--- config.mk ---
export PLATFORM = sky130hd
export DESIGN_NAME = wdog_top
export DESIGN_NICKNAME = d
export VERILOG_FILES = /design/src/wdog_pkg.sv /design/src/wdt_link_if.sv /design/src/wdog_top.sv /design/src/window_timer.sv /design/src/clock_monitor.sv
export SDC_FILE = /design/constraint.sdc
export NUM_CORES = 1
export LEC_CHECK = 0
export BUFFER_PORTS_ARGS = -buffer_cell sky130_fd_sc_hd__buf_2
export CORE_ASPECT_RATIO = 1.2
export CORE_MARGIN = 3
export CORE_UTILIZATION = 25
export DETAILED_ROUTE_END_ITERATION = 12
export GPL_ROUTABILITY_DRIVEN = 0
export SYNTH_ARGS = -nofsm -noshare
export SYNTH_HDL_FRONTEND = slang
export SYNTH_HIERARCHICAL = 1
export SYNTH_SLANG_ARGS = --single-unit
--- constraint.sdc ---
create_clock -name ref_clk -period 3.4 [get_ports ref_clk]
set_clock_uncertainty 0.2 [all_clocks]
set_input_delay 0.17 -clock ref_clk [delete_from_list [all_inputs] [get_ports ref_clk]]
set_output_delay 0.17 -clock ref_clk [all_outputs]
set_load 0.01 [all_outputs]
--- src/wdog_pkg.sv ---
// constants and types shared by the watchdog and clock monitor
// assumes 32-bit apb data and one aligned word per register
package wdog_pkg;

    // register byte addresses
    localparam logic [11:0] ADDR_SERVICE = 12'h000;
    localparam logic [11:0] ADDR_CTRL    = 12'h004;
    localparam logic [11:0] ADDR_STATUS  = 12'h008;

    // service register layout
    localparam int          SVC_WIN_MSB = 7;
    localparam int          SVC_WIN_LSB = 6;
    localparam int          SVC_KEY_MSB = 5;
    localparam int          SVC_KEY_LSB = 1;
    localparam int          SVC_CM_BIT  = 0;
    localparam logic [4:0]  KEY_VALUE   = 5'h0c;
    localparam logic [7:0]  SVC_RESET   = 8'hd9;
    localparam logic [7:0]  SVC_RD_MASK = 8'hc1;

    // control register: option bit, 1 removes the watchdog
    localparam int          CTRL_OPT_BIT = 2;
    localparam logic [7:0]  CTRL_RESET   = 8'h00;

    // status register fields
    localparam int          ST_FAULT_BIT  = 0;
    localparam int          ST_CLKERR_BIT = 1;
    localparam int          ST_LOCK_BIT   = 2;
    localparam int          ST_PIN_BIT    = 3;
    localparam int          ST_BYPASS_BIT = 4;
    localparam int          ST_EARLY_BIT  = 5;

    // window limits in idle timer ticks
    localparam logic [16:0] LOWER_TICKS      = 17'h00800;
    localparam logic [16:0] UPPER_BASE_TICKS = 17'h02000;

    // fault pin hold after the pin is seen low, ref_clk cycles (16..32)
    localparam logic [5:0]  HOLD_CYCLES      = 6'h18;
    // instruction clock edges needed before the monitor lets go
    localparam logic [5:0]  CM_RECOVER_EDGES = 6'h18;

    // clock monitor reject time, between 200 us (5 kHz) and 100 ms
    localparam int          CLK_PERIOD_NS     = 10;
    localparam int          CM_TIMEOUT_NS     = 1000000;
    localparam int          CM_TIMEOUT_CYCLES = CM_TIMEOUT_NS / CLK_PERIOD_NS;

    typedef enum logic [1:0] {F_IDLE, F_PULL, F_HOLD, F_REL} fault_state_t;

    function automatic logic [16:0] upper_limit(input logic [1:0] sel);
        upper_limit = UPPER_BASE_TICKS << sel;
    endfunction : upper_limit

endpackage : wdog_pkg

--- src/wdt_link_if.sv ---
// signals between the watchdog core, its window timer and clock monitor
// assumes a single ref_clk domain with asynchronous active-low reset
`timescale 1ns/10ps
interface wdt_link_if (
    input wire logic ref_clk,
    input wire logic arst_n
);
    logic       restart;
    logic       tick;
    logic       inhibit;
    logic [1:0] win_sel;
    logic       early;
    logic       expired;
    logic       cm_enable;
    logic       cm_fault;

    modport core   (input ref_clk, arst_n, early, expired, cm_fault,
                    output restart, tick, inhibit, win_sel, cm_enable);
    modport timer  (input ref_clk, arst_n, restart, tick, inhibit, win_sel,
                    output early, expired);
    modport clkmon (input ref_clk, arst_n, cm_enable, output cm_fault);
endinterface : wdt_link_if

--- src/wdog_top.sv ---
// windowed watchdog with clock monitor behind an apb slave
// assumes idle_tick is a one-cycle enable on ref_clk, mode inputs are
// synchronous, and the fault pin is open drain with an external pull-up
//
// Function
// - windows counted in idle timer ticks; lower limit fixed at 2048 ticks.
// - window select bits 7:6 pick upper limit 8k, 16k, 32k, 64k ticks.
// - bits 5:1 carry the fixed key; device checks it on every write.
// - bit 0 enables the clock monitor.
// - watchdog and fault pin exist only while option bit 2 is zero.
// - detectors idle in reset; leave reset with max window, monitor on.
// - only the first keyed write after reset sets window and monitor.
// - later writes compare every bit against the locked value.
// - matching write restarts window; any field mismatch is an error.
// - no valid service before upper limit gives an error.
// - service before the lower limit gives an error, except the first after reset.
// - boot rom entry services at once and suppresses the lower check.
// - error pulls pin low until seen low, then 16-32 cycles more.
// - window restarts when the fault pin returns high.
// - service writes while the pin is driven are ignored; here only in the watchdog fault sequence, not during monitor drive.
// - monitor holds pin low while clock slow, frees it after recovery.
// - never flag above 5 kHz, always flag below 10 Hz.
// - a clock that never starts is a continuous error from reset.
// - pin low at power-up: watchdog times out, then pin goes high.
// - watchdog frozen in halt and idle; clock monitor keeps running.
// - service register reads return zeros in the key field.
// - leaving idle mode performs a hardware service.
//
// Chosen here: the placing of the registers and the APB slave port.
`timescale 1ns/10ps
module wdog_top #(
    parameter int CM_TIMEOUT_CYCLES = wdog_pkg::CM_TIMEOUT_CYCLES
) (
    // clock and reset
    input  wire logic        ref_clk,
    input  wire logic        arst_n,
    // apb slave
    input  wire logic        psel,
    input  wire logic        penable,
    input  wire logic        pwrite,
    input  wire logic [11:0] paddr,
    input  wire logic [31:0] pwdata,
    output logic      [31:0] prdata,
    output logic             pready,
    output logic             pslverr,
    // timing and power modes
    input  wire logic        idle_tick,
    input  wire logic        low_power_halt,
    input  wire logic        low_power_idle,
    input  wire logic        boot_rom_active,
    // monitored instruction clock
    input  wire logic        inst_clk_in,
    // open-drain fault pin, active low
    input  wire logic        fault_pin_in,
    output logic             fault_pin_out,
    output logic             fault_pin_oe
);
    wdt_link_if lnk (.ref_clk(ref_clk), .arst_n(arst_n));

    window_timer u_timer (.lnk(lnk));

    clock_monitor #(
        .TIMEOUT_CYCLES(CM_TIMEOUT_CYCLES)
    ) u_clkmon (
        .lnk        (lnk),
        .inst_clk_in(inst_clk_in)
    );

    wdog_pkg::fault_state_t state_ff;
    wdog_pkg::fault_state_t nxt_state;

    logic [7:0]  svc_ff;
    logic [7:0]  ctrl_ff;
    logic        locked_ff;
    logic        bypass_ff;
    logic [5:0]  hold_ff;
    logic        pin_s1_ff;
    logic        pin_s2_ff;
    logic        pin_s3_ff;
    logic        pin_lvl_ff;
    logic        idle_prev_ff;
    logic        halt_prev_ff;
    logic        boot_prev_ff;
    logic        oe_ff;
    logic [31:0] prdata_ff;

    logic        wd_enable;
    logic        acc;
    logic        mapped;
    logic        svc_wr;
    logic        key_ok;
    logic        fields_ok;
    logic        early_bad;
    logic        svc_ok;
    logic        svc_bad;
    logic        wd_err;
    logic        hw_service;
    logic [7:0]  wr_byte;

    assign wd_enable = !ctrl_ff[wdog_pkg::CTRL_OPT_BIT];

    // apb decode; always zero wait states
    assign acc     = psel && penable;
    assign mapped  = paddr == wdog_pkg::ADDR_SERVICE ||
                     paddr == wdog_pkg::ADDR_CTRL ||
                     paddr == wdog_pkg::ADDR_STATUS;
    assign pready  = 1'b1;
    assign pslverr = acc && !mapped;
    assign prdata  = prdata_ff;
    assign wr_byte = pwdata[7:0];
    assign svc_wr  = acc && pwrite && paddr == wdog_pkg::ADDR_SERVICE;

    // service evaluation
    assign key_ok    = wr_byte[wdog_pkg::SVC_KEY_MSB:wdog_pkg::SVC_KEY_LSB]
                       == wdog_pkg::KEY_VALUE;
    assign fields_ok = wr_byte == svc_ff;
    // the very first service may land inside the lower window
    assign early_bad = locked_ff && lnk.early && !bypass_ff;
    assign svc_ok    = svc_wr && state_ff == wdog_pkg::F_IDLE && wd_enable &&
                       (locked_ff ? fields_ok : key_ok) && !early_bad;
    assign svc_bad   = svc_wr && state_ff == wdog_pkg::F_IDLE && wd_enable &&
                       !((locked_ff ? fields_ok : key_ok) && !early_bad);
    assign wd_err    = svc_bad || (state_ff == wdog_pkg::F_IDLE &&
                       wd_enable && lnk.expired);

    // hardware services on idle/halt exit and boot rom entry
    assign hw_service = (idle_prev_ff && !low_power_idle) ||
                        (halt_prev_ff && !low_power_halt) ||
                        (boot_rom_active && !boot_prev_ff);

    assign lnk.tick      = idle_tick;
    assign lnk.win_sel   = svc_ff[wdog_pkg::SVC_WIN_MSB:wdog_pkg::SVC_WIN_LSB];
    assign lnk.cm_enable = wd_enable && svc_ff[wdog_pkg::SVC_CM_BIT];
    assign lnk.inhibit   = low_power_halt || low_power_idle || !wd_enable ||
                           state_ff != wdog_pkg::F_IDLE;
    assign lnk.restart   = svc_ok || hw_service ||
                           (state_ff == wdog_pkg::F_REL && pin_lvl_ff);

    // fault pin input: three stages, level taken when last two agree
    always_ff @(posedge ref_clk or negedge arst_n)
    begin
        if (!arst_n)
        begin
            pin_s1_ff  <= 1'b1;
            pin_s2_ff  <= 1'b1;
            pin_s3_ff  <= 1'b1;
            pin_lvl_ff <= 1'b1;
        end
        else
        begin
            pin_s1_ff <= fault_pin_in;
            pin_s2_ff <= pin_s1_ff;
            pin_s3_ff <= pin_s2_ff;
            if (pin_s2_ff == pin_s3_ff)
                pin_lvl_ff <= pin_s3_ff;
        end
    end

    always_ff @(posedge ref_clk or negedge arst_n)
    begin
        if (!arst_n)
        begin
            idle_prev_ff <= 1'b0;
            halt_prev_ff <= 1'b0;
            boot_prev_ff <= 1'b0;
        end
        else
        begin
            idle_prev_ff <= low_power_idle;
            halt_prev_ff <= low_power_halt;
            boot_prev_ff <= boot_rom_active;
        end
    end

    // service register: reset to max window, monitor on, then lock once
    always_ff @(posedge ref_clk or negedge arst_n)
    begin
        if (!arst_n)
        begin
            svc_ff    <= wdog_pkg::SVC_RESET;
            locked_ff <= 1'b0;
        end
        else if (svc_ok && !locked_ff)
        begin
            svc_ff    <= {wr_byte[wdog_pkg::SVC_WIN_MSB:wdog_pkg::SVC_WIN_LSB],
                          wdog_pkg::KEY_VALUE,
                          wr_byte[wdog_pkg::SVC_CM_BIT]};
            locked_ff <= 1'b1;
        end
    end

    always_ff @(posedge ref_clk or negedge arst_n)
    begin
        if (!arst_n)
            ctrl_ff <= wdog_pkg::CTRL_RESET;
        else if (acc && pwrite && paddr == wdog_pkg::ADDR_CTRL)
            ctrl_ff <= wr_byte;
    end

    // lower check stays off from boot entry until a user service after exit
    always_ff @(posedge ref_clk or negedge arst_n)
    begin
        if (!arst_n)
            bypass_ff <= 1'b0;
        else if (boot_rom_active && !boot_prev_ff)
            bypass_ff <= 1'b1;
        else if (svc_ok && !boot_rom_active)
            bypass_ff <= 1'b0;
    end

    // fault sequence
    always_comb
    begin
        nxt_state = state_ff;
        case (state_ff)
            wdog_pkg::F_IDLE:
                if (wd_err)
                    nxt_state = wdog_pkg::F_PULL;
            wdog_pkg::F_PULL:
                if (!pin_lvl_ff)
                    nxt_state = wdog_pkg::F_HOLD;
            wdog_pkg::F_HOLD:
                if (hold_ff == wdog_pkg::HOLD_CYCLES - 6'h01)
                    nxt_state = wdog_pkg::F_REL;
            wdog_pkg::F_REL:
                if (pin_lvl_ff)
                    nxt_state = wdog_pkg::F_IDLE;
            default:
                nxt_state = wdog_pkg::F_IDLE;
        endcase
    end

    always_ff @(posedge ref_clk or negedge arst_n)
    begin
        if (!arst_n)
            state_ff <= wdog_pkg::F_IDLE;
        else
            state_ff <= nxt_state;
    end

    always_ff @(posedge ref_clk or negedge arst_n)
    begin
        if (!arst_n)
            hold_ff <= 6'h00;
        else if (state_ff == wdog_pkg::F_HOLD)
            hold_ff <= hold_ff + 6'h01;
        else
            hold_ff <= 6'h00;
    end

    // either detector pulls the shared pin; released in reset
    always_ff @(posedge ref_clk or negedge arst_n)
    begin
        if (!arst_n)
            oe_ff <= 1'b0;
        else
            oe_ff <= wd_enable && (nxt_state == wdog_pkg::F_PULL ||
                     nxt_state == wdog_pkg::F_HOLD || lnk.cm_fault);
    end

    assign fault_pin_out = 1'b0;
    assign fault_pin_oe  = oe_ff;

    // read data captured in the setup phase
    always_ff @(posedge ref_clk or negedge arst_n)
    begin
        if (!arst_n)
            prdata_ff <= 32'h00000000;
        else if (psel && !penable)
        begin
            prdata_ff <= 32'h00000000;
            case (paddr)
                wdog_pkg::ADDR_SERVICE:
                    prdata_ff[7:0] <= svc_ff & wdog_pkg::SVC_RD_MASK;
                wdog_pkg::ADDR_CTRL:
                    prdata_ff[7:0] <= ctrl_ff;
                wdog_pkg::ADDR_STATUS:
                begin
                    prdata_ff[wdog_pkg::ST_FAULT_BIT]  <=
                        state_ff != wdog_pkg::F_IDLE;
                    prdata_ff[wdog_pkg::ST_CLKERR_BIT] <= lnk.cm_fault;
                    prdata_ff[wdog_pkg::ST_LOCK_BIT]   <= locked_ff;
                    prdata_ff[wdog_pkg::ST_PIN_BIT]    <= pin_lvl_ff;
                    prdata_ff[wdog_pkg::ST_BYPASS_BIT] <= bypass_ff;
                    prdata_ff[wdog_pkg::ST_EARLY_BIT]  <= lnk.early;
                end
                default:
                    prdata_ff <= 32'h00000000;
            endcase
        end
    end

    a_key_hidden: assert property (
        @(posedge ref_clk) disable iff (!arst_n)
        acc && !pwrite && paddr == wdog_pkg::ADDR_SERVICE
        |-> prdata[5:1] == 5'h00)
        else $error("key visible on read");

    a_bad_key_err: assert property (
        @(posedge ref_clk) disable iff (!arst_n)
        svc_wr && state_ff == wdog_pkg::F_IDLE && wd_enable && !key_ok
        |=> state_ff == wdog_pkg::F_PULL ##1 fault_pin_oe)
        else $error("bad key not flagged");

    a_early_err: assert property (
        @(posedge ref_clk) disable iff (!arst_n)
        svc_wr && state_ff == wdog_pkg::F_IDLE && wd_enable && locked_ff &&
        lnk.early && !bypass_ff |=> state_ff == wdog_pkg::F_PULL)
        else $error("early service not flagged");

    a_ignore_fault: assert property (
        @(posedge ref_clk) disable iff (!arst_n)
        svc_wr && state_ff != wdog_pkg::F_IDLE
        |=> $stable(svc_ff) && $stable(locked_ff))
        else $error("service taken during fault");

    a_lock_hold: assert property (
        @(posedge ref_clk) disable iff (!arst_n)
        locked_ff |=> locked_ff && $stable(svc_ff))
        else $error("locked choices changed");

    a_hold_span: assert property (
        @(posedge ref_clk) disable iff (!arst_n)
        state_ff == wdog_pkg::F_PULL && !pin_lvl_ff
        |=> (fault_pin_oe && state_ff == wdog_pkg::F_HOLD) [*8]
        ##17 state_ff == wdog_pkg::F_REL)
        else $error("hold time wrong");

    a_cm_drives: assert property (
        @(posedge ref_clk) disable iff (!arst_n)
        lnk.cm_fault |=> fault_pin_oe)
        else $error("clock fault not on pin");

    a_expire_err: assert property (
        @(posedge ref_clk) disable iff (!arst_n)
        state_ff == wdog_pkg::F_IDLE && wd_enable && lnk.expired
        |=> state_ff == wdog_pkg::F_PULL)
        else $error("expiry not flagged");

endmodule : wdog_top

--- src/window_timer.sv ---
// service window counter clocked by idle timer ticks
// assumes tick is a one-cycle enable in the ref_clk domain
`timescale 1ns/10ps
module window_timer (
    wdt_link_if.timer lnk
);
    logic [16:0] cnt_ff;
    logic        at_top;

    // saturates so a later, smaller window still reads as expired
    assign at_top      = cnt_ff >= wdog_pkg::upper_limit(lnk.win_sel);
    assign lnk.expired = at_top;
    assign lnk.early   = cnt_ff < wdog_pkg::LOWER_TICKS;

    always_ff @(posedge lnk.ref_clk or negedge lnk.arst_n)
    begin
        if (!lnk.arst_n)
            cnt_ff <= 17'h00000;
        else if (lnk.restart)
            cnt_ff <= 17'h00000;
        else if (lnk.tick && !lnk.inhibit && !at_top)
            cnt_ff <= cnt_ff + 17'h00001;
    end

    a_restart_clears: assert property (
        @(posedge lnk.ref_clk) disable iff (!lnk.arst_n)
        lnk.restart |=> lnk.early && !lnk.expired)
        else $error("window not restarted");

    a_frozen_inhibit: assert property (
        @(posedge lnk.ref_clk) disable iff (!lnk.arst_n)
        lnk.inhibit && !lnk.restart |=> $stable(cnt_ff))
        else $error("window counted while inhibited");

endmodule : window_timer

--- src/clock_monitor.sv ---
// slow or missing instruction clock detector
// assumes inst_clk_in is asynchronous to ref_clk
`timescale 1ns/10ps
module clock_monitor #(
    parameter int TIMEOUT_CYCLES = wdog_pkg::CM_TIMEOUT_CYCLES
) (
    // link to core
    wdt_link_if.clkmon lnk,
    // monitored clock
    input wire logic   inst_clk_in
);
    localparam int GW = $clog2(TIMEOUT_CYCLES + 1);
    localparam logic [GW-1:0] GAP_LAST = GW'(TIMEOUT_CYCLES - 1);

    logic          s1_ff;
    logic          s2_ff;
    logic          s3_ff;
    logic          rise;
    logic [GW-1:0] gap_ff;
    logic          slow_ff;
    logic [5:0]    good_ff;

    always_ff @(posedge lnk.ref_clk or negedge lnk.arst_n)
    begin
        if (!lnk.arst_n)
        begin
            s1_ff <= 1'b0;
            s2_ff <= 1'b0;
            s3_ff <= 1'b0;
        end
        else
        begin
            s1_ff <= inst_clk_in;
            s2_ff <= s1_ff;
            s3_ff <= s2_ff;
        end
    end

    assign rise = s2_ff && !s3_ff;

    always_ff @(posedge lnk.ref_clk or negedge lnk.arst_n)
    begin
        if (!lnk.arst_n)
            gap_ff <= '0;
        else if (rise)
            gap_ff <= '0;
        else if (gap_ff != GAP_LAST)
            gap_ff <= gap_ff + GW'(1);
    end

    // starts out slow: a dead oscillator is an error from reset on
    always_ff @(posedge lnk.ref_clk or negedge lnk.arst_n)
    begin
        if (!lnk.arst_n)
        begin
            slow_ff <= 1'b1;
            good_ff <= 6'h00;
        end
        else if (gap_ff == GAP_LAST && !rise)
        begin
            slow_ff <= 1'b1;
            good_ff <= 6'h00;
        end
        else if (slow_ff && rise)
        begin
            if (good_ff == wdog_pkg::CM_RECOVER_EDGES - 6'h01)
                slow_ff <= 1'b0;
            good_ff <= good_ff + 6'h01;
        end
    end

    assign lnk.cm_fault = lnk.cm_enable && slow_ff;

    a_slow_timeout: assert property (
        @(posedge lnk.ref_clk) disable iff (!lnk.arst_n)
        gap_ff == GAP_LAST && !rise |=> slow_ff)
        else $error("slow clock not flagged");

endmodule : clock_monitor

Yosys cells after proc, flatten, opt, wreduce, memory -nomap -nowiden

Cells that the tools add are included.

Flip-flop bits (word level): 81
Latch bits: 0
Bits in writable memories: 0
Memory bits (read-only): 0
Bits of input ports: 55
Word-level logic and storage cells: 129
Memories kept: 0

Add/subtract/negate cells: 4
Multipliers: 0
Divide/modulo/power cells: 0
$lt $le $gt $ge: 2
Equal/unequal tests: 14
Shift-type cells: 1
Multiplexer cells: 20
Bitwise operators: 0
Reductions and logical operators: 66

Operators with widths:

| kind                  | number |
|---|---|
| $mux 17               | 4 |
| $add 17x1->17 const B | 2 |
| $logic_and 1x1->1     | 30 |
| $mux 6                | 3 |
| $pmux 6 s3            | 1 |
| $eq 17x17->1 const B  | 1 |
| $ge 17x17->1          | 1 |
| $lt 17x12->1 const B  | 1 |
| $ne 17x17->1 const B  | 1 |
| $shl 14x2->17 const A | 1 |
| $logic_not 1->1       | 15 |
| $add 6x1->6 const B   | 2 |
| $eq 12x3->1 const B   | 1 |
| $eq 12x4->1 const B   | 1 |
| $eq 6x5->1 const B    | 2 |
| $logic_not 12->1      | 1 |
| $logic_or 1x1->1      | 12 |
| $reduce_bool 2->1     | 6 |
| $eq 8x8->1            | 1 |
| $mux 2                | 4 |
| $pmux 2 s4            | 1 |
| $eq 2x2->1 const B    | 3 |
| $mux 1                | 6 |
| $eq 5x4->1 const B    | 1 |
| 5 further kinds       | 6 |

Longest topological paths before layout

Gate-level depths: netlist (run 1).

Depth in word-level cells: 14
Gate-level depth with buffers: 10
Depth with buffers taken out: 8

By module

Netlist (run 1), hierarchy kept.

By module, submodules not included:

| module        | instances | cells an instance | area an instance (um^2) | sequential area each (um^2) |
|---|---|---|---|---|
| wdog_top      | 1         | 170               | 1950.6                  | 934.6 |
| clock_monitor | 1         | 134               | 1325.0                  | 676.9 |
| window_timer  | 1         | 121               | 1171.1                  | 425.4 |

Worst setup path before layout (run 1)

OpenSTA, ideal clock, no wires.

Path kind: register to register
Start: register svc_ff[7]
End: register u_timer.cnt_ff[13]
Library setup time: 0.136 ns
Arrival time: 2.232 ns
Required time: 3.064 ns
Setup slack: 0.832 ns
Cell stages (with the launch flop): 8
Buffers on the path: 2
Clock period less this slack: 2.568 ns
Path through: dfstp_2 > xor2_1 > o41a_1 > or2_0 > o21ai_0 > clkbuf_1 > clkbuf_1 > a21oi_1

Word-level cells in the longest chain between the ends: 7
Elaborated cells on any way between the ends: 12
Classes of those cells: order compare (1); eq/ne (1); shift (1); mux (2); reduce/logical (7)

RTL lines:

| what                                         | RTL line           | RTL |
|---|---|---|
| from (decl)                                  | wdog_top.sv:72     | `logic [7:0] svc_ff;` |
| from (signal assigned)                       | wdog_top.sv:180    | `svc_ff <= wdog_pkg::SVC_RESET;` |
| from (signal assigned)                       | wdog_top.sv:185    | `svc_ff <= {wr_byte[wdog_pkg::SVC_WIN_MSB:wdog_pkg::SVC_WIN_LSB],` |
| $eq 8x8->1 (*)                               | wdog_top.sv:116    | `assign fields_ok = wr_byte == svc_ff;` |
| $mux 1 (*)                                   | wdog_top.sv:120    | `(locked_ff ? fields_ok : key_ok) && !early_bad;` |
| $logic_and 1x1->1 (*)                        | wdog_top.sv:119    | `assign svc_ok = svc_wr && state_ff == wdog_pkg::F_IDLE && wd_enable &&` |
| $logic_and 1x1->1 (*)                        | wdog_top.sv:120    |  |
| $logic_or 1x1->1 (*) (2 in a row)            | wdog_top.sv:136    | `assign lnk.restart = svc_ok \|\| hw_service \|\|` |
| net lnk.restart                              | wdt_link_if.sv:8   | `logic restart;` |
| $mux 17 or $reduce_bool 2->1 (tied branches) | n/a                |  |
| to (signal assigned)                         | window_timer.sv:22 | `cnt_ff <= cnt_ff + 17'h00001;` |
| to (decl)                                    | window_timer.sv:7  | `logic [16:0] cnt_ff;` |

Mark *: on every way through the listed nets, which the timed path passes. The rest lies on a longest branch.
A chain may end at the register's enable or synchronous reset.

Worst setup path after layout (run 1)

Start: input pwdata[7]
End: register u_timer.cnt_ff[10]

Word-level cells in the longest chain between the ends: 7
Elaborated cells on any way between the ends: 8
Classes of those cells: eq/ne (1); mux (2); reduce/logical (5)

RTL lines:

| what                                         | RTL line         | RTL |
|---|---|---|
| from (decl)                                  | wdog_top.sv:42   | `input wire logic [31:0] pwdata,` |
| $eq 8x8->1 (*)                               | wdog_top.sv:116  |  |
| $mux 1 (*)                                   | wdog_top.sv:120  |  |
| $logic_and 1x1->1 (*)                        | wdog_top.sv:119  |  |
| $logic_and 1x1->1 (*)                        | wdog_top.sv:120  |  |
| $logic_or 1x1->1 (*) (2 in a row)            | wdog_top.sv:136  |  |
| net lnk.restart                              | wdt_link_if.sv:8 |  |
| $mux 17 or $reduce_bool 2->1 (tied branches) | n/a              |  |

Marks and branches as above.

==> results.md, run 1 <==
- Post-synthesis mux area share: 6.134%
- # H-tree levels: 3
- Starting DRC count in detailed routing: 145
- Fmax: 0.3625 GHz
- Crit-path max cell delay: 0.65 ns
- Met2 Wirelength: 4851 µm
- Yosys reg bits: 81
- Final Hold Viols: 0
- Top sig layer: met4
- Slew HR: 29.95%
- Final HPWL DP: 6428 µm
- WP data arrival: 2.77 ns
- Area delta synth->final: 17.05%
- Min Tclk post-route: 2.759 ns
- DRT Wirelength: 9116 µm
- CTS sink cnt: 81
- Core area: 0.01718 mm²
- WL/cell: 13.10 µm
- Simple-gate portion of the synthesized area: 23.27%
- Routed met3 length: 266 µm
- Antenna cell count: 0
- Worst slack at placement: 0.2496 ns
- Largest cells by area after synthesis: dfrtp_1 (41%), buf_4 (4.7%), dfstp_2 (4.7%)
- Post-CTS Repair Setup Buffers: 0
- Post_cts resized: 0
- Worst min path class: primary input to flop
- CTS root buf: clkbuf_16
- First-pass GRT wire length: 15,680 µm
- Count of different cell masters after synthesis: 62
- Seq/Total Area, Yosys: 45.81%
- Total congestion overflow: 0
- Post-Synth XOR/XNOR Area: 3.348%
- Design Area, Final: 0.005205 mm²
- Worst Tran Pin Value: 1.051 ns
- EDFF count, synth: 0
- Total track usage: 9.596%
- R2R Setup Slk: 0.65 ns
- Setup TNS: 0 ns
- Crit path kind: primary input to flop
- Pwr Density: 466.3 mW/mm²
- Vias in the first global route: 3,272
- Worst EP required: 3.41 ns
- Post-layout nets: 539
- Placed cells: 666
- Buffers on Ports: 40
- Max_cap viols: 0
- Hold Buf Count CTS: 14
- CTS tree: yes
- Die area: 0.01943 mm²
- Pre-Repair DR Iteration Count: 4
- Share of layout cells above drive strength 1: 21.46%
- Max Buffers Root-to-Sink: 2
- Compound-Gate Fraction of Synth Area: 10.80%
- Outcome: completed
- Placed Instance Area: 0.004727 mm²
- Syn avg cell area: 10.46 µm²
- CP max FO: 20
- Synth async-reset ratio: 100.0%
- Via Count: 3,243
- CP Cell Sequence: dlygate4sd3_1 > buf_2 > xor2_1 > o41a_1 > or2_0 > o21ai_2 > nor2b_1 > mux2_1
- Worst skew pair latency: 0.33 ns
- Crit-path slowest cell: o21ai_2
- RSZ-0062 raised after global routing: false
- Post-DRT Antenna Nets: 0
- Period utilization: 81.13%
- Top cell type by total area after synthesis: dfrtp_1
- Row cnt: 52
- Final std cells w/o fill: 696
- Die X: 127.7 µm
- YS warnings: 6
- CTS clk-pin slew, worst paths: 0.06 ns
- Final Worst Setup Slack: 0.6415 ns
- Drc violations: 0
- Largest family of logic cells by synthesized area: simple AND/OR/NAND/NOR gates
- Adder-cell area share of the yosys netlist: 2.757%
- Max rail drop VDD: 0.2667 mV
- Mapped cell area: 0.004447 mm²
- Leakage: 0.002318 µW
- CP Launch Type: primary input
- Yosys top cell area share: 41.08%
- Mapped Cells: 425
- Post-DR vias/cell: 4.659
- Final setup viols: 0
- Die Ht: 152.1 µm
- Most common cell after layout, fill and taps aside: dfrtp_1
- Io pins: 91
- Worst Setup End Kind: flop
- Initial Util: 25.89%
- Largest net degree at the start of global routing: 82
- Synth Flop Type: dfrtp_1
- M1 WL: 3849 µm
- Cts bufs inserted: 9
- Commonest cells after routing, fill and taps aside: dfrtp_1 (73), buf_2 (39), nor2_1 (35)
- Max Slew Vio Count: 0
- Worst hold slack: 0.09197 ns
- Antenna violations before repair: 0
## worst max-delay path: cells and delay by family
kind                   cells  cell delay, ns
AO/OA/AOI/OAI              2            1.08
XOR/XNOR                   1            0.16
buffers and inverters      2            0.69
multiplexers               1            0.31
AND/OR/NAND/NOR            2            0.36
## stage by stage
stage	util, %	power [µW]
3_3_place_gp	27.52	1354
6_report	30.30	2427
3_5_place_dp	27.52	1366
5_1_grt	30.30	2539
4_1_cts	30.28	2455
2_1_floorplan	-	1281
## flip-flops by register name, summed over array words and instances, names as in the netlist, 2 cells and up
name and flops:
u_timer/cnt_ff 17, prdata 8, state_ff 2, u_clkmon/gap_ff 17, ctrl_ff 8, svc_ff 3
u_clkmon/good_ff 6, hold_ff 6
## power breakdown
part,total (µW),internal (µW),switching (µW)
Clock,1070,704,365
Sequential,1070,1020,51.4
Combinational,287,120,166
## final timing paths
kind,start,end,cells after the start
worst max register to register,u_timer/cnt_ff[12],u_timer/cnt_ff[10],8
worst min register to register,u_clkmon/s1_ff,u_clkmon/s2_ff,0
max in group asynchronous,arst_n,locked_ff,2
worst max-delay path,pwdata[7],u_timer/cnt_ff[10],8
min in group asynchronous,arst_n,u_clkmon/good_ff[4],2
worst min-delay path,paddr[3],prdata[6],3
## routing by layer
layer,vias to the layer above,GRT usage [%]
met5,-,0
met4,0,3.691
met3,13,1.650
met2,58,17.07
met1,1590,11.37
li1,1582,-
## Yosys cell counts (2+ instances only)
library cell,instances
or4bb_1,2
nor3_1,9
conb_1,2
or4_1,10
o31ai_1,8
nand3_1,11
mux2_2,8
or2_2,3
buf_6,4
nand2_1,22
or3_1,8
xor2_1,14
dfrtp_1,73
dfstp_2,8
and4_1,6
buf_4,28
ha_1,9
a31oi_1,6
nand4_1,12
nor2b_1,12
and3_1,6
nand2b_1,8
o21ai_0,12
mux2i_1,4
nand3_2,2
a211o_1,2
mux2_1,2
nor2_1,35
clkbuf_1,10
xnor2_1,3
a22o_1,14
mux2_4,8
a21oi_1,21
inv_1,8
and2_1,3
o211ai_1,2
nor4_2,5
## kinds of logic (layout without fill, tap and decap cells)
kind of cell	Yosys count	in the layout
AO/OA/AOI/OAI	72	72
flip-flops	81	81
AND/OR/NAND/NOR	170	170
XOR/XNOR	17	17
other	2	26
buffers and inverters	51	82
multiplexers	22	22
adder cells (fa/ha/maj)	10	10
## final cells by class
type	count	area (µm²)
clock inverter	2	60.06
timing repair buffer	58	372.9
clock buffer	14	274.0
sequential	81	2037
tap	216	270.3
fill	1781	11970
inverter	8	30.03
multi-input combinational	317	2161
Note: power is estimated with default switching activity, not from simulation.
==> run 2, diff against run 1 <==
==> constraint.sdc (replaced) <==
create_clock -name ref_clk -period 2.57 [get_ports ref_clk]
set_clock_uncertainty 0.2 [all_clocks]
set_input_delay 0.1285 -clock ref_clk [delete_from_list [all_inputs] [get_ports ref_clk]]
set_output_delay 0.1285 -clock ref_clk [all_outputs]
set_load 0.01 [all_outputs]
==> run 2 against run 1 <==
  * First-iteration DRC count increased by 3.4%
  * Die area unchanged
  * Clock power increased by 25%
  * Combinational power increased by 55%
  * Total power increased by 31%
  * Sequential share of layout area decreased by 1.4 points
  * Global-route usage about the same
  * Wire length increased by 3.3%
  * Critical path depth unchanged
==> results.md, run 2 (synthesized netlist as in run 1, its figures left out) <==
- Switching Share: 24.81%
- Min Tclk post-route: 2.471 ns
- Outcome: completed
- WHS Path Cells: 3
- Area delta synth->final: 21.52%
- Clock share of power: 42.0%
- Io pins: 91
- Max rail drop VDD: 0.4101 mV
- Total congestion overflow: 0
- Worst reg-to-reg path cell count: 8
- CP max FO: 7
- Buffers on Ports: 40
- Final HPWL DP: 6449 µm
- Largest regs: u_clkmon/gap_ff: 17 flops, u_timer/cnt_ff: 17 flops
- Max Slew Vio Count: 0
- Largest net degree at the start of global routing: 82
- Total track usage: 9.549%
- Max Buffers Root-to-Sink: 2
- CTS root buf: clkbuf_16
- Pint: 2398 µW
- Antenna violations before repair: 0
- Die X: 127.7 µm
- Pwr Density: 590.1 mW/mm²
- WHS Endpoint: prdata[7]
- Fmax: 0.4046 GHz
- Worst reg2reg endpoint: u_timer/cnt_ff[7]
- Via Count: 3,374
- Pre-Repair DR Iteration Count: 4
- Setup TNS: 0 ns
- Die Ht: 152.1 µm
- CTS sink cnt: 81
- Crit Reg-Reg Startpoint: svc_ff[7]
- Commonest cells after routing, fill and taps aside: dfrtp_1 (73), buf_2 (39), nor2_1 (35)
- Final setup viols: 0
- Period utilization: 96.16%
- Drc violations: 0
- First-pass GRT wire length: 15,570 µm
- Most common cell after layout, fill and taps aside: dfrtp_1
- # H-tree levels: 3
- Worst skew pair latency: 0.34 ns
- WL/cell: 13.09 µm
- Max_cap viols: 0
- Antenna cell count: 0
- Final Hold Viols: 0
- Design Area, Final: 0.005404 mm²
- Worst min path class: primary input to flop
- Sequential share of power: 44.0%
- CTS clk-pin slew, worst paths: 0.06 ns
- Starting DRC count in detailed routing: 150
- Cts bufs inserted: 9
- Core area: 0.01718 mm²
- Die area: 0.01943 mm²
- Power share of the combinational group: 14.0%
- Share of layout cells above drive strength 1: 25.45%
- Row cnt: 52
- WP data arrival: 2.54 ns
- R2R Setup Slk: 0.1 ns
- Placed Instance Area: 0.004857 mm²
- DRT Wirelength: 9413 µm
- Slew HR: 57.26%
- Leakage: 0.002442 µW
- CTS tree: yes
- Vias in the first global route: 3,311
- Post-DRT Antenna Nets: 0
- CP Launch Type: flop
- Crit path kind: flop to flop
- Post-DR vias/cell: 4.693
- Min-delay src: paddr[3]
- Worst Setup End Kind: flop
- Worst Tran Pin Value: 0.6398 ns
- NetSw: 791.1 µW
- Initial Util: 25.89%
- Post-layout nets: 562
- Filler Cells Inserted: 1,776
- Worst EP required: 2.64 ns
-- run 2: worst max-delay path by stage --
| stage | depth (start not counted) | to | from | slack, ns |
|---|---|---|---|---|
| CTS | 7 | u_timer/cnt_ff[7] | svc_ff[6] | 0.01 |
| global route | 9 | u_timer/cnt_ff[1] | u_timer/cnt_ff[12] | -0.01 |
| detailed placement | 7 | u_timer/cnt_ff[7] | svc_ff[6] | -0.04 |
| finish | 8 | u_timer/cnt_ff[7] | svc_ff[7] | 0.1 |
| floorplan | 7 | u_timer/cnt_ff[13] | svc_ff[7] | 0.002 |
| global placement | 7 | u_timer/cnt_ff[13] | svc_ff[6] | 0.01 |
-- run 2: critical path: stages, from the launching register on --
cell and delay (ns):
dfstp_2 0.56, nand2b_1 0.12, ha_1 0.23, o211ai_1 0.19, buf_4 0.17, o21ai_4 0.10
buf_4 0.17, or4_1 0.51, a21oi_1 0.15
-- run 2: metal layers --
| layer | global-route usage [%] | routed length (µm) |
|---|---|---|
| met1 | 11.13 | 3991 |
| met4 | 4.044 | 140 |
| met5 | 0 | 0 |
| met2 | 16.67 | 4992 |
| met3 | 2.142 | 289 |
-- run 2: area by class of cell --
class	count	area (µm²)	share of cell area [%]
Multi-Input combinational cell	318	2198	40.68
Sequential cell	81	2037	37.69
Timing Repair Buffer	80	563.0	10.42
Tap cell	216	270.3	5.001
Clock buffer	13	240.2	4.445
Clock inverter	3	65.06	1.204
Inverter	8	30.03	0.5557
-- run 2: power by group through the flow --
stage,clock network [µW],logic (µW),registers [µW]
2_1_floorplan,0,268,1430
3_3_place_gp,0,414,1420
3_5_place_dp,0,425,1420
4_1_cts,1370,445,1400
5_1_grt,1430,504,1410
6_report,1340,445,1400
-- run 2: what timing repair did --
action | CTS | global route
setup buffers | 0 | 8
endpoints found under the setup margin | 4 | 16
pin swaps | 0 | 4
endpoints found under the hold margin | 99 | 0
gates cloned | 0 | 1
resized for setup | 1 | 6
hold buffers | 14 | 0
-- run 2: through the flow --
stage	hold slack (ns)	total power (µW)	instances	utilization, %	setup slack, ns
global route	0.04496	3353	719	31.46	-0.01156
detailed placement	-0.007214	1850	680	28.28	-0.04163
CTS	0.02042	3219	710	30.91	0.01214
floorplan	-0.3671	1694	449	-	0.001681
finish	0.03378	3189	719	31.46	0.09866
global placement	-0.008260	1834	680	28.28	0.01484
==> run 3, diff against run 2 <==
--- a/config.mk
+++ b/config.mk
@@ -7,7 +7,7 @@
 export LEC_CHECK = 0
 export BUFFER_PORTS_ARGS = -buffer_cell sky130_fd_sc_hd__buf_2
 export CORE_ASPECT_RATIO = 1.2
-export CORE_MARGIN = 3
+export CORE_MARGIN = 2
 export CORE_UTILIZATION = 25
 export DETAILED_ROUTE_END_ITERATION = 12
 export GPL_ROUTABILITY_DRIVEN = 0
==> constraint.sdc (replaced) <==
create_clock -name ref_clk -period 2.2 [get_ports ref_clk]
set_clock_uncertainty 0.2 [all_clocks]
set_input_delay 0.11 -clock ref_clk [delete_from_list [all_inputs] [get_ports ref_clk]]
set_output_delay 0.11 -clock ref_clk [all_outputs]
set_load 0.01 [all_outputs]
==> run 3 against run 2 <==
  * The flow now finishes with violations (setup timing)
  * Clock power is 11% higher
  * Fmax is 0.51% lower
  * Sequential power is 18% higher
  * Worst hold slack worse by 0.011 ns
  * Design area is 11% higher
  * Sequential share of layout area is 3.7 points lower
  * Global-route usage is 1.6 points higher
  * Combinational power is 49% higher
  * Flip-flop and latch count stayed put
  * Largest power group unchanged
==> results.md, run 3 (synthesized netlist as in run 1, its figures left out) <==
- Max Slew Vio Count: 0
- WL/cell: 13.98 µm
- Row cnt: 53
- Final Worst Setup Slack: -0.2840 ns
- Violated checks: setup timing
- Io pins: 91
- Worst hold slack: 0.02315 ns
- CTS tree: yes
- Pre-Repair DR Iteration Count: 4
- Final core occ: 34.20%
- Cts bufs inserted: 9
- Max Buffers Root-to-Sink: 2
- Most common cell after layout, fill and taps aside: dfrtp_1
- Pwr Density: 634.1 mW/mm²
- Share of layout cells above drive strength 1: 37.24%
- Worst min path class: primary input to flop
- Drc violations: 0
- Total congestion overflow: 0
- Total track usage: 11.17%
- Area delta synth->final: 34.64%
- CTS clk-pin slew, worst paths: 0.06 ns
- # H-tree levels: 3
- WP data arrival: 2.51 ns
- Initial Util: 25.40%
- Worst Tran Pin Value: 0.6303 ns
- Buffers on Ports: 40
- Max_cap viols: 0
- Largest net degree at the start of global routing: 73
- Antenna violations before repair: 0
- Die X: 125.7 µm
- Final HPWL DP: 6977 µm
- Max rail drop VDD: 0.3737 mV
- Die area: 0.01887 mm²
- Grt met3 use: 2.026%
- Worst skew pair latency: 0.34 ns
- CTS root buf: clkbuf_16
- Post-DRT Antenna Nets: 0
- Worst Setup End Kind: flop
- Final Hold Viols: 0
- DRT Wirelength: 10,580 µm
- Min Tclk post-route: 2.484 ns
- Crit path kind: flop to flop
- Antenna cell count: 0
- CTS sink cnt: 81
- Post-DR vias/cell: 4.713
- CP Cell Sequence: buf_6 > xor2_2 > o41a_1 > or2_4 > o21ai_4 > clkbuf_16 > nor2_1 > mux2_4
- Commonest cells after routing, fill and taps aside: dfrtp_1 (73), buf_4 (41), buf_2 (39)
- Largest regs: u_clkmon/gap_ff: 17 flops, u_timer/cnt_ff: 17 flops
- Core area: 0.01751 mm²
- Crit-path max cell delay: 0.59 ns
- Crit-path slowest cell: dfstp_2
- Final setup viols: 19
- Slew HR: 57.89%
- First-pass GRT wire length: 17,110 µm
- Via Count: 3,568
- Met2 Usage GRT: 19.32%
- Period utilization: 112.9%
- Fmax: 0.4026 GHz
- Grt met1 use: 13.29%
- Vias in the first global route: 3,543
- RSZ-0062 raised after global routing: true
- Leakage: 0.002701 µW
- Starting DRC count in detailed routing: 169
- Die Ht: 150.1 µm
- Outcome: complete, but fails checks
- CP Launch Type: flop
- Post-layout nets: 596
- Worst EP required: 2.22 ns
- CP max FO: 6
- Most Crowded Layer GR: met2
## run 3: changes by cell type in the layout (fill, tap and decap cells not counted), moves of 4 or more
cell	previous run	this run
or4_1	9	2
buf_6	0	12
a21oi_1	20	10
o31ai_2	0	4
or4_4	2	9
mux2_4	8	12
o31ai_1	8	4
a21oi_2	1	10
buf_4	25	41
## run 3: what timing repair did
action                                  in CTS  in global routing
pin swaps                                   16                 12
setup buffers                               12                 11
endpoints found under the setup margin      18                 25
cloned                                       1                  1
hold buffers                                16                  0
resized for setup                           29                 31
endpoints found under the hold margin       91                  0
## run 3: where the power goes
part	internal, µW	switching, µW	leakage (µW)	total (µW)
Clock	909	577	0.000140	1490
Sequential	1580	69.8	0.00107	1650
Combinational	307	356	0.00149	664
## run 3: worst max-delay path: cells and delay by family, from the launching register on
kind	cells	cell delay, ns
AO/OA/AOI/OAI	2	0.63
flip-flops	1	0.59
buffers and inverters	2	0.33
AND/OR/NAND/NOR	2	0.32
multiplexers	1	0.25
XOR/XNOR	1	0.05
## run 3: final cells by class
type | count | area, µm²
Sequential cell | 81 | 2037
Fill cell | 1741 | 11520
Clock buffer | 13 | 250.2
Tap cell | 220 | 275.3
Timing Repair Buffer | 114 | 918.4
Clock inverter | 3 | 42.54
Inverter | 8 | 30.03
Multi-Input combinational cell | 318 | 2434
## run 3: through the flow
stage                     power [µW]  setup slack (ns)  cell area (µm²)  TNS [ns]  std cells
after global placement          2216           -0.2503             5054    -2.768        701
after floorplan                 2002           -0.1402             4608   -0.9302        449
final                           3796           -0.2840             5987    -4.095        757
after CTS                       3772           -0.2368             5748    -3.047        745
after detailed placement        2234           -0.3493             5054    -3.868        701
after global routing            3978           -0.3514             5987    -5.468        757
## run 3: worst paths after layout
path	start	end	slack, ns	cells after the start
min in group asynchronous	arst_n	hold_ff[3]	0.18	3
max in group asynchronous	arst_n	u_clkmon/s3_ff	0.86	3
setup reg to reg	svc_ff[6]	u_timer/cnt_ff[9]	-0.28	8
hold / removal	paddr[3]	prdata[6]	0.02	3
hold reg to reg	u_clkmon/s1_ff	u_clkmon/s2_ff	0.14	0
setup / recovery	svc_ff[6]	u_timer/cnt_ff[9]	-0.28	8
## run 3: layer usage
layer / vias up / share of wire, %
li1: 1706 / -
met1: 1778 / 42
met2: 68 / 53
met3: 16 / 2.6
met4: 0 / 2.0
met5: - / 0
